==> config.mk <==
export PLATFORM = sky130hd
export DESIGN_NAME = ufc_flow
export DESIGN_NICKNAME = d
export VERILOG_FILES = /design/src/ufc_pkg.sv /design/src/ufc_flow.sv
export SDC_FILE = /design/constraint.sdc
export NUM_CORES = 1
export LEC_CHECK = 0
export BUFFER_PORTS_ARGS = -buffer_cell sky130_fd_sc_hd__buf_2
export CELL_PAD_IN_SITES_DETAIL_PLACEMENT = 2
export CELL_PAD_IN_SITES_GLOBAL_PLACEMENT = 2
export CORE_MARGIN = 5
export CORE_UTILIZATION = 37
export DETAILED_ROUTE_END_ITERATION = 7
export HOLD_SLACK_MARGIN = 0.12
export PLACE_DENSITY = 0.83
export SLEW_MARGIN = 25
export SYNTH_ARGS = -nofsm -noshare
export SYNTH_HDL_FRONTEND = slang
export SYNTH_SLANG_ARGS = --single-unit
==> constraint.sdc <==
create_clock -name sysClk -period 3.3 [get_ports sysClk]
set_input_delay 0.165 -clock sysClk [delete_from_list [all_inputs] [get_ports sysClk]]
set_output_delay 0.165 -clock sysClk [all_outputs]
set_load 0.01 [all_outputs]
==> src/ufc_pkg.sv <==
package ufc_pkg;

  // ----------------------------------------------------------------
  // register map
  // ----------------------------------------------------------------
  localparam logic [4:0] ADDR_EFR = 5'h00;
  localparam logic [4:0] ADDR_TXLVL = 5'h01;
  localparam logic [4:0] ADDR_TXTHR = 5'h02;
  localparam logic [4:0] ADDR_RXLVL = 5'h03;
  localparam logic [4:0] ADDR_RXTHR = 5'h04;
  localparam logic [4:0] ADDR_STOP1 = 5'h05;
  localparam logic [4:0] ADDR_STOP2 = 5'h06;
  localparam logic [4:0] ADDR_RES1 = 5'h07;
  localparam logic [4:0] ADDR_RES2 = 5'h08;
  localparam logic [4:0] ADDR_FSTAT = 5'h09;
  localparam logic [4:0] ADDR_IER = 5'h0a;
  localparam logic [4:0] ADDR_FCR = 5'h0b;
  localparam logic [4:0] ADDR_MCR = 5'h0c;
  localparam logic [4:0] ADDR_MSR = 5'h0d;
  localparam logic [4:0] ADDR_FEATURE_CONTROL_REG = 5'h0e;
  localparam logic [4:0] ADDR_ISR = 5'h0f;
  localparam logic [4:0] ADDR_IRQ = 5'h10;

  // ----------------------------------------------------------------
  // field positions
  // ----------------------------------------------------------------
  localparam int EFR_AUTO_CTS = 7;
  localparam int EFR_AUTO_RTS = 6;
  localparam int EFR_SPECIAL = 5;
  localparam int EFR_ENH = 4;
  localparam int MCR_SEL_DTR = 2;
  localparam int MCR_RTS_SW = 1;
  localparam int FEATURE_CONTROL_REG_RS485 = 5;
  localparam int ISR_SPECIAL = 4;
  localparam int ISR_STOPCH = 5;
  localparam int FST_TX_RES = 3;
  localparam int FST_TX_STOP = 2;
  localparam int FST_RX_RES = 1;
  localparam int FST_RX_STOP = 0;
  localparam int IRQ_TX_LOW = 0;
  localparam int IRQ_RX_TRIG = 1;

  // ----------------------------------------------------------------
  // masks, encodings and reset values
  // ----------------------------------------------------------------
  localparam logic [7:0] IER_ENH_MASK = 8'he0;
  localparam logic [7:0] ISR_ENH_MASK = 8'h30;
  localparam logic [7:0] FCR_ENH_MASK = 8'h30;
  localparam logic [7:0] MCR_ENH_MASK = 8'he0;
  localparam logic [7:0] MSR_ENH_MASK = 8'hff;
  localparam logic [7:0] FSTAT_MASK = 8'h0f;
  localparam logic [7:0] RESET_BYTE = 8'h00;
  localparam logic [8:0] LEVEL_SAT = 9'h0ff;
  localparam logic [8:0] FIFO_DEPTH = 9'h100;
  localparam logic [8:0] HYST_DEFAULT = 9'h004;
  localparam logic [1:0] SEL_NONE = 2'b00;
  localparam logic [1:0] SEL_SECOND = 2'b01;
  localparam logic [1:0] SEL_FIRST = 2'b10;
  localparam logic [1:0] SEL_BOTH = 2'b11;

  typedef enum logic [1:0] {
    TXC_IDLE = 2'b00,
    TXC_FIRST = 2'b01,
    TXC_SECOND = 2'b10
  } ufc_txc_t;

endpackage : ufc_pkg

==> src/ufc_flow.sv <==
// The register addresses and the address-and-strobe port were left to the implementer.
`timescale 1ns/1ps
`default_nettype none

module ufc_flow (
  // clock and reset
  input wire logic sysClk,
  input wire logic resetn,
  // register port
  input wire logic [4:0] regAddr,
  input wire logic [7:0] regWdata,
  input wire logic regWr,
  input wire logic regRd,
  output logic [7:0] regRdata,
  // fifo occupancy events
  input wire logic txPush,
  input wire logic txPop,
  input wire logic rxPush,
  input wire logic rxPop,
  // receiver character path
  input wire logic rxCharValid,
  input wire logic [7:0] rxChar,
  output logic rxCharStore,
  // transmitter control-character path
  input wire logic txFlowNeedStop,
  input wire logic txFlowNeedResume,
  output logic txCtrlValid,
  output logic [7:0] txCtrlChar,
  input wire logic txCtrlReady,
  // transmitter status
  input wire logic txBusy,
  output logic txHalt,
  // modem lines, active low
  input wire logic ctsN,
  input wire logic dsrN,
  output logic rtsN,
  output logic dtrN,
  // events
  output logic txLowIrq,
  output logic rxTrigIrq,
  output logic rxStopSeen,
  output logic rxResumeSeen
);

  typedef struct packed {
    logic [7:0] enhanced_feature_ctrl;
    logic [7:0] interrupt_enable_reg;
    logic [7:0] interrupt_status_reg;
    logic [7:0] fifo_control_reg;
    logic [7:0] modem_control_reg;
    logic [7:0] modem_status_reg;
    logic [7:0] feature_control_reg;
    logic [8:0] txLvl;
    logic [8:0] rxLvl;
    logic [7:0] txThr;
    logic [7:0] rxThr;
    logic [7:0] stop1;
    logic [7:0] stop2;
    logic [7:0] res1;
    logic [7:0] res2;
    logic [3:0] fstat;
    logic rxHold;
    logic rxPend;
    logic rxPendStop;
    logic rtsAuto;
    ufc_pkg::ufc_txc_t txc;
    logic txcStop;
    logic txLowLvl;
    logic rxTrigLvl;
    logic [7:0] rdata;
    logic charStore;
    logic stopSeen;
    logic resumeSeen;
  } ufc_state_t;

  ufc_state_t s_q;
  ufc_state_t s_d;

  // ----------------------------------------------------------------
  // helpers
  // ----------------------------------------------------------------
  function automatic logic [8:0] lvlStep(input logic [8:0] lvl, input logic inc,
                                         input logic dec);
    logic [8:0] r;
    r = lvl;
    if (inc && !dec && lvl != ufc_pkg::FIFO_DEPTH)
      r = lvl + 9'h001;
    else if (dec && !inc && lvl != 9'h000)
      r = lvl - 9'h001;
    return r;
  endfunction : lvlStep

  // 256 entries cannot fit eight bits, so full reads as 0xff
  function automatic logic [7:0] lvlRead(input logic [8:0] lvl);
    return (lvl > ufc_pkg::LEVEL_SAT) ? 8'hff : lvl[7:0];
  endfunction : lvlRead

  function automatic logic [7:0] gatedWrite(input logic [7:0] old, input logic [7:0] wr,
                                            input logic [7:0] mask, input logic enh);
    return enh ? wr : ((old & mask) | (wr & ~mask));
  endfunction : gatedWrite

  logic [1:0] txSel;
  logic [1:0] rxSel;
  logic swFlowOn;
  logic rs485;
  logic specialHit;
  logic isStop1;
  logic isStop2;
  logic isRes1;
  logic isRes2;
  logic pairMode;
  logic [8:0] hyst;

  assign txSel = s_q.enhanced_feature_ctrl[3:2];
  assign rxSel = s_q.enhanced_feature_ctrl[1:0];
  assign swFlowOn = (s_q.enhanced_feature_ctrl[3:0] != 4'h0);
  assign rs485 = s_q.feature_control_reg[ufc_pkg::FEATURE_CONTROL_REG_RS485];
  assign isStop1 = (rxChar == s_q.stop1);
  assign isStop2 = (rxChar == s_q.stop2);
  assign isRes1 = (rxChar == s_q.res1);
  assign isRes2 = (rxChar == s_q.res2);
  assign specialHit = s_q.enhanced_feature_ctrl[ufc_pkg::EFR_SPECIAL] && isStop2;
  // either pair with single transmit, both in sequence otherwise
  assign pairMode = (rxSel == ufc_pkg::SEL_BOTH) &&
                    (txSel == ufc_pkg::SEL_BOTH || txSel == ufc_pkg::SEL_NONE);
  assign hyst = ufc_pkg::HYST_DEFAULT;

  // ----------------------------------------------------------------
  // next state
  // ----------------------------------------------------------------
  always_comb
  begin
    logic stopHit;
    logic resHit;
    logic firstHalf;
    logic txSend;
    logic [3:0] fstatSet;
    fstatSet = 4'h0;
    stopHit = 1'b0;
    resHit = 1'b0;
    firstHalf = 1'b0;
    txSend = 1'b0;
    s_d = s_q;
    s_d.charStore = 1'b0;
    s_d.stopSeen = 1'b0;
    s_d.resumeSeen = 1'b0;

    s_d.txLvl = lvlStep(s_q.txLvl, txPush, txPop);
    s_d.rxLvl = lvlStep(s_q.rxLvl, rxPush, rxPop);
    s_d.txLowLvl = (s_d.txLvl < {1'b0, s_q.txThr});
    s_d.rxTrigLvl = (s_d.rxLvl >= {1'b0, s_q.rxThr});

    // deassert at or above trigger plus hysteresis, reassert below minus it
    if (s_q.enhanced_feature_ctrl[ufc_pkg::EFR_AUTO_RTS] && !rs485)
    begin
      if (s_q.rxLvl >= {1'b0, s_q.rxThr} + hyst)
        s_d.rtsAuto = 1'b1;
      else if ({1'b0, s_q.rxLvl} + {1'b0, hyst} < {2'b00, s_q.rxThr})
        s_d.rtsAuto = 1'b0;
    end
    else
      s_d.rtsAuto = 1'b0;

    // receive compare
    if (rxCharValid)
    begin
      unique case (rxSel)
        ufc_pkg::SEL_NONE:
        begin
          stopHit = 1'b0;
        end
        ufc_pkg::SEL_FIRST:
        begin
          stopHit = isStop1;
          resHit = isRes1;
        end
        ufc_pkg::SEL_SECOND:
        begin
          stopHit = isStop2;
          resHit = isRes2;
        end
        ufc_pkg::SEL_BOTH:
        begin
          if (pairMode)
          begin
            if (s_q.rxPend)
            begin
              stopHit = s_q.rxPendStop && isStop2;
              resHit = !s_q.rxPendStop && isRes2;
            end
            firstHalf = isStop1 || isRes1;
          end
          else
          begin
            stopHit = isStop1 || isStop2;
            resHit = isRes1 || isRes2;
          end
        end
      endcase
      s_d.rxPend = firstHalf && !(stopHit || resHit);
      s_d.rxPendStop = isStop1;
      s_d.charStore = !(stopHit || resHit || firstHalf);
      if (specialHit)
      begin
        s_d.interrupt_status_reg[ufc_pkg::ISR_SPECIAL] = 1'b1;
        s_d.charStore = (rxSel != ufc_pkg::SEL_SECOND);
        if (rxSel == ufc_pkg::SEL_SECOND)
          s_d.interrupt_status_reg[ufc_pkg::ISR_STOPCH] = 1'b1;
      end
      if (stopHit)
      begin
        s_d.rxHold = 1'b1;
        s_d.stopSeen = 1'b1;
        s_d.fstat[ufc_pkg::FST_RX_STOP] = 1'b1;
        fstatSet[ufc_pkg::FST_RX_STOP] = 1'b1;
        s_d.fstat[ufc_pkg::FST_RX_RES] = 1'b0;
      end
      else if (resHit)
      begin
        s_d.rxHold = 1'b0;
        s_d.resumeSeen = 1'b1;
        s_d.fstat[ufc_pkg::FST_RX_RES] = 1'b1;
        fstatSet[ufc_pkg::FST_RX_RES] = 1'b1;
        s_d.fstat[ufc_pkg::FST_RX_STOP] = 1'b0;
      end
    end

    // control character sequencer
    unique case (s_q.txc)
      ufc_pkg::TXC_IDLE:
      begin
        if (txSel != ufc_pkg::SEL_NONE && (txFlowNeedStop || txFlowNeedResume))
        begin
          s_d.txc = ufc_pkg::TXC_FIRST;
          s_d.txcStop = txFlowNeedStop;
        end
      end
      ufc_pkg::TXC_FIRST:
      begin
        if (txCtrlReady)
        begin
          txSend = (txSel != ufc_pkg::SEL_BOTH);
          s_d.txc = txSend ? ufc_pkg::TXC_IDLE : ufc_pkg::TXC_SECOND;
        end
      end
      ufc_pkg::TXC_SECOND:
      begin
        if (txCtrlReady)
        begin
          txSend = 1'b1;
          s_d.txc = ufc_pkg::TXC_IDLE;
        end
      end
      default:
      begin
        s_d.txc = ufc_pkg::TXC_IDLE;
      end
    endcase
    if (txSend)
    begin
      s_d.fstat[ufc_pkg::FST_TX_STOP] = s_q.txcStop;
      s_d.fstat[ufc_pkg::FST_TX_RES] = !s_q.txcStop;
      fstatSet[ufc_pkg::FST_TX_STOP] = s_q.txcStop;
      fstatSet[ufc_pkg::FST_TX_RES] = !s_q.txcStop;
    end

    // register reads; status clears, new events set in the same cycle win
    s_d.rdata = ufc_pkg::RESET_BYTE;
    if (regRd)
    begin
      unique case (regAddr)
        ufc_pkg::ADDR_EFR: s_d.rdata = s_q.enhanced_feature_ctrl;
        ufc_pkg::ADDR_TXLVL: s_d.rdata = lvlRead(s_q.txLvl);
        ufc_pkg::ADDR_RXLVL: s_d.rdata = lvlRead(s_q.rxLvl);
        ufc_pkg::ADDR_FSTAT:
        begin
          s_d.rdata = {4'h0, s_q.fstat};
          s_d.fstat = s_d.fstat & ~(s_q.fstat & ~fstatSet);
        end
        ufc_pkg::ADDR_IER: s_d.rdata = s_q.interrupt_enable_reg;
        ufc_pkg::ADDR_FCR: s_d.rdata = s_q.fifo_control_reg;
        ufc_pkg::ADDR_MCR: s_d.rdata = s_q.modem_control_reg;
        ufc_pkg::ADDR_MSR: s_d.rdata = s_q.modem_status_reg;
        ufc_pkg::ADDR_FEATURE_CONTROL_REG: s_d.rdata = s_q.feature_control_reg;
        ufc_pkg::ADDR_ISR: s_d.rdata = s_q.interrupt_status_reg;
        ufc_pkg::ADDR_IRQ: s_d.rdata = {6'h00, s_q.rxTrigLvl, s_q.txLowLvl};
        default: s_d.rdata = ufc_pkg::RESET_BYTE;
      endcase
    end

    // register writes; thresholds and characters are write only
    if (regWr)
    begin
      unique case (regAddr)
        ufc_pkg::ADDR_EFR: s_d.enhanced_feature_ctrl = regWdata;
        ufc_pkg::ADDR_TXTHR: s_d.txThr = regWdata;
        ufc_pkg::ADDR_RXTHR: s_d.rxThr = regWdata;
        ufc_pkg::ADDR_STOP1: s_d.stop1 = regWdata;
        ufc_pkg::ADDR_STOP2: s_d.stop2 = regWdata;
        ufc_pkg::ADDR_RES1: s_d.res1 = regWdata;
        ufc_pkg::ADDR_RES2: s_d.res2 = regWdata;
        ufc_pkg::ADDR_IER:
          s_d.interrupt_enable_reg = gatedWrite(s_q.interrupt_enable_reg, regWdata, ufc_pkg::IER_ENH_MASK,
                               s_q.enhanced_feature_ctrl[ufc_pkg::EFR_ENH]);
        ufc_pkg::ADDR_ISR:
          s_d.interrupt_status_reg = gatedWrite(s_d.interrupt_status_reg, regWdata, ufc_pkg::ISR_ENH_MASK,
                               s_q.enhanced_feature_ctrl[ufc_pkg::EFR_ENH]);
        ufc_pkg::ADDR_FCR:
          s_d.fifo_control_reg = gatedWrite(s_q.fifo_control_reg, regWdata, ufc_pkg::FCR_ENH_MASK,
                               s_q.enhanced_feature_ctrl[ufc_pkg::EFR_ENH]);
        ufc_pkg::ADDR_MCR:
          s_d.modem_control_reg = gatedWrite(s_q.modem_control_reg, regWdata, ufc_pkg::MCR_ENH_MASK,
                               s_q.enhanced_feature_ctrl[ufc_pkg::EFR_ENH]);
        ufc_pkg::ADDR_MSR:
          s_d.modem_status_reg = gatedWrite(s_q.modem_status_reg, regWdata, ufc_pkg::MSR_ENH_MASK,
                               s_q.enhanced_feature_ctrl[ufc_pkg::EFR_ENH]);
        ufc_pkg::ADDR_FEATURE_CONTROL_REG: s_d.feature_control_reg = regWdata;
        default: s_d.rdata = s_d.rdata;
      endcase
    end

    // flow off wipes status and any half-seen pair
    if (s_d.enhanced_feature_ctrl[3:0] == 4'h0)
    begin
      s_d.fstat = 4'h0;
      s_d.rxPend = 1'b0;
      s_d.rxHold = 1'b0;
    end
  end

  always_ff @(posedge sysClk or negedge resetn)
  begin
    if (!resetn)
      s_q <= '0;
    else
      s_q <= s_d;
  end

  // ----------------------------------------------------------------
  // outputs
  // ----------------------------------------------------------------
  logic selDtr;
  logic flowSel;
  logic modemSel;
  assign selDtr = s_q.modem_control_reg[ufc_pkg::MCR_SEL_DTR];
  assign modemSel = selDtr ? dsrN : ctsN;
  // remote stop char also halts, as does a high modem input
  assign txHalt = (s_q.enhanced_feature_ctrl[ufc_pkg::EFR_AUTO_CTS] && modemSel) || s_q.rxHold;
  // auto only pulls high; software must have left it low
  // half-duplex: pending flow chars with empty tx keep receive direction
  assign flowSel = rs485 ? !(txBusy || (s_q.txLvl != 9'h000))
                         : (s_q.rtsAuto || !s_q.modem_control_reg[ufc_pkg::MCR_RTS_SW]);
  assign rtsN = selDtr ? 1'b1 : flowSel;
  assign dtrN = selDtr ? flowSel : 1'b1;

  assign txCtrlValid = (s_q.txc != ufc_pkg::TXC_IDLE);
  always_comb
  begin
    if (s_q.txc == ufc_pkg::TXC_SECOND)
      txCtrlChar = s_q.txcStop ? s_q.stop2 : s_q.res2;
    else if (txSel == ufc_pkg::SEL_SECOND)
      txCtrlChar = s_q.txcStop ? s_q.stop2 : s_q.res2;
    else
      txCtrlChar = s_q.txcStop ? s_q.stop1 : s_q.res1;
  end

  assign regRdata = s_q.rdata;
  assign txLowIrq = s_q.txLowLvl;
  assign rxTrigIrq = s_q.rxTrigLvl;
  assign rxCharStore = s_q.charStore;
  assign rxStopSeen = s_q.stopSeen;
  assign rxResumeSeen = s_q.resumeSeen;

endmodule : ufc_flow

`default_nettype wire

==> results by group <==
Status
  – Result of the run: complete, but fails checks
  – Failing checks: setup timing

Timing
  – Period minus WS final: 3.315 ns
  – Post-route clock period utilization: 1.005
  – Endpoints failing hold: 0
  – Final clock skew: 0.009622 ns
  – Number of endpoints failing setup at the final stage: 1
  – Fin Hold WS: 0.1932 ns
  – Worst Slack Setup Final: -0.01493 ns
  – Max transition margin: 0.4146
  – Final sum of negative setup slack: -0.01493 ns
  – Pins over their slew limit: 0
  – Slew at the pin with the worst max-slew slack: 0.8734 ns
  – Max Fclk: 0.3017 GHz

Yosys
  – Most used flip-flop cell after synthesis: sky130_fd_sc_hd__dfrtp_1
  – Async set-reset flop share out of synthesis: 1.000
  – Syn Inst Count: 777
  – Post-synth cell types: 64
  – Register area share after synthesis: 0.4344
  – Synth Net Count: 859
  – Summed instance area of the synthesized netlist: 8411 µm²
  – Synthesized flop and latch total: 146
  – Number of enable flip-flop cells after synthesis: 0
  – Avg Cell Area, Syn: 10.82 µm²
  – Total number of yosys warnings: 0

Floorplanning
  – I/O pin cnt: 61
  – Floorplan die height: 160.8 µm
  – Placement row count: 55
  – Total core area: 22500 µm²
  – Total Die Area: 25850 µm²
  – Die extent in x: 160.8 µm
  – Starting density of the core: 0.3738

Route
  – DR iter-0 viols: 378
  – Average wire per cell in the routed design: 25.45 µm
  – Avg Vias per Cell: 5.734
  – Drt drc: 0
  – Detailed-route via count: 6583
  – Total wire length: 29220 µm
  – Count of nets left with antenna violations after detail routing: 0
  – Number of iterations in the first detailed-routing pass: 4

Clock network
  – Maximum count of clock buffers along a single path: 2
  – H-tree level count: 4
  – Clock latency on the worst-skew pair: 0.44 ns
  – Buffer cell driving the clock tree root: sky130_fd_sc_hd__clkbuf_16
  – CTS clock-pin slew for the worst setup and hold paths: 0.06 ns
  – Number of buffers created by CTS: 17
  – CTS Sinks: 146
  – Clock tree from TritonCTS: done

Global routing
  – Leftover overflow at the end of global routing: 0
  – Total track usage: 0.2268
  – Initial antenna violation count: 1
  – Wire length of the first global-routing pass: 45590 µm
  – Maximum number of pins on one net before global-route repair: 70
  – Vias in the first global route: 7619

Setup path
  – Reg2reg setup slack: -0.01 ns
  – Peak per-stage delay on the critical path: 0.46 ns
  – Max stage delay cell, worst path: sky130_fd_sc_hd__or4b_4
  – CP Max Fanout: 3
  – Reg2reg start: s_q[81]
  – Worst Setup End Kind: register
  – R2r endpoint: txLowIrq
  – Cells along the critical path: inv_2 -> ha_4 -> or4b_4 -> or2_4 -> o211ai_1 -> buf_4 -> nor3_2 -> a21oi_2 -> xnor2_1 -> ha_1 -> buf_6 -> o21a_1 -> o21ai_1 -> a21oi_1 -> nor3_1
  – CP Data Required Time: 3.64 ns
  – Path type of the worst setup path: register to register
  – Kind of start point of the critical path: register
  – Worst endpoint data arrival time: 3.65 ns
  – Worst Reg2Reg Path Length in Cells: 15

Placed design
  – Minimum setup slack after placement: -0.03335 ns
  – Half-perimeter wire length after placement: 20190 µm
  – Weighted congestion reported at the end of routability-driven placement: 0.8414
  – Number of port buffers: 60
  – Dpl cell area: 9050 µm²

Final layout
  – Ant diodes: 0
  – Post-Route Utilization: 0.4403
  – Synthesis-to-finish area growth: 17.79%
  – Fraction of final layout cells with drive strength greater than 1: 0.3071
  – Post-route design area: 9907 µm²
  – Total number of nets in the final design: 932

Power
  – Power per cell area: 738.3 nW/µm²
  – Static power due to leakage: 4.438 nW
  – Maximum vdd drop: 0.3362 mV

Hold path
  – Number of cells on the worst hold path: 4
  – Tightest Hold Check Type: input port to register
  – Hold path startpoint: regRd
  – Hold worst-path end: s_q[21]

Flow run
  – Number of max-cap violations: 0
[worst max-delay path by stage]
| stage | start | endpoint | slack, ns | cells past startpoint |
|---|---|---|---|---|
| after global placement | s_q[81] | txLowIrq | 0.23 | 13 |
| after detailed placement | s_q[81] | txLowIrq | -0.03 | 13 |
| after global routing | s_q[81] | txLowIrq | -0.20 | 13 |
| after CTS | s_q[81] | txLowIrq | 0.008 | 13 |
| final | s_q[81] | txLowIrq | -0.01 | 15 |
| after floorplan | s_q[81] | txLowIrq | 0.12 | 14 |
[critical path, delay by kind of cell (launching register included)]
kind | cells | cell delay (ns)
XOR/XNOR | 1 | 0.21
flip-flops | 1 | 0.39
buffers and inverters | 3 | 0.42
adder cells (fa/ha/maj) | 2 | 0.47
AO/OA/AOI/OAI | 5 | 0.75
AND/OR/NAND/NOR | 4 | 1.00
[synth_stat cells (7+ instances only)]
library cell / count / area [µm²]
sky130_fd_sc_hd__nand4_1: 13 / 81.33
sky130_fd_sc_hd__xnor2_1: 44 / 385.4
sky130_fd_sc_hd__nand2b_1: 11 / 68.82
sky130_fd_sc_hd__xor2_1: 11 / 96.34
sky130_fd_sc_hd__inv_1: 39 / 146.4
sky130_fd_sc_hd__mux2_2: 108 / 1216
sky130_fd_sc_hd__mux4_2: 10 / 225.2
sky130_fd_sc_hd__nor3_1: 12 / 60.06
sky130_fd_sc_hd__a21oi_1: 22 / 110.1
sky130_fd_sc_hd__o21ai_0: 41 / 205.2
sky130_fd_sc_hd__nor2b_1: 7 / 43.79
sky130_fd_sc_hd__buf_4: 8 / 60.06
sky130_fd_sc_hd__nand3_1: 22 / 110.1
sky130_fd_sc_hd__a22oi_1: 9 / 67.56
sky130_fd_sc_hd__clkbuf_1: 29 / 108.9
sky130_fd_sc_hd__ha_1: 46 / 575.6
sky130_fd_sc_hd__nor2_1: 43 / 161.4
sky130_fd_sc_hd__a31oi_1: 10 / 62.56
sky130_fd_sc_hd__o31ai_1: 7 / 52.55
sky130_fd_sc_hd__nand2_1: 45 / 168.9
sky130_fd_sc_hd__dfrtp_1: 146 / 3654
[power breakdown]
part           total, mW  internal (mW)  switching (mW)
clock               2.16           1.30           0.857
sequential          2.57           2.15           0.416
combinational       2.58           1.19            1.40
total               7.31           4.64            2.67
[cells by family (layout without fill, tap and decap cells)]
group	count (synthesis)	count (layout)	share of synthesized area
mux	124	124	0.1785
xor+xnor	55	55	0.05727
buf+inv	83	169	0.04225
flops	146	146	0.4344
simple gates	187	187	0.1126
compound gates	136	136	0.1065
fa+ha+maj	46	46	0.06843
[metrics by stage]
| step | cells | power [mW] |
|---|---|---|
| floorplan | 777 | 3.987 |
| global placement | 1101 | 4.737 |
| detailed placement | 1101 | 4.923 |
| CTS | 1141 | 7.185 |
| global route | 1148 | 7.732 |
| finish | 1148 | 7.315 |
[registers in the layout (all words and copies together), names as in the netlist, named ones only]
register and cells:
rxSel 2, s_q 122, regRdata 8, rxTrigIrq 1
rxCharStore 1, rxStopSeen 1, rxResumeSeen 1, txLowIrq 1
rs485 1
[routing by layer]
metal,vias to the layer above,track usage,wire (µm)
met5,-,0,13
met4,2,0.06824,675
met3,41,0.03644,865
met2,149,0.4004,15060
met1,3452,0.2863,12610
li1,2939,-,-
[area by class of cell]
type                    instances  area (µm²)
well taps                     285       356.6
multi-input cells             548        4486
clock inverters                13       197.7
inverters                      39       146.4
repair buffers                 98       623.1
flip-flops and latches        146        3655
clock buffers                  19       442.9
fillers                      2311       12600
[what timing repair did]
action,in CTS,in global routing
setup buffers,2,7
endpoints found under the hold margin,72,0
pin swaps,3,15
endpoints found under the setup margin,2,2
hold buffers,6,0
resized for setup,3,22
[layout by cell type (no fill, tap or decap), drive strengths merged, types with 4 or more instances in the layout]
cell type,synthesis,layout
a211oi,4,4
xnor2,44,44
dlygate4sd3,0,6
nor2,44,44
mux2i,6,6
dfrtp,146,146
o31ai,8,8
nor2b,7,7
inv,39,44
mux2,108,108
xor2,11,11
a22oi,9,9
mux4,10,10
ha,46,46
a21o,6,6
a21oi,22,22
nand4,13,13
or3,4,4
nor3,13,13
o21a,4,4
nand3,22,22
o21ai,42,42
buf,15,92
and3,6,6
nor4,5,5
a31oi,10,10
nand2b,11,11
nand2,45,45
bufinv,0,4
clkbuf,29,19
(Power assumes the default switching activity.)
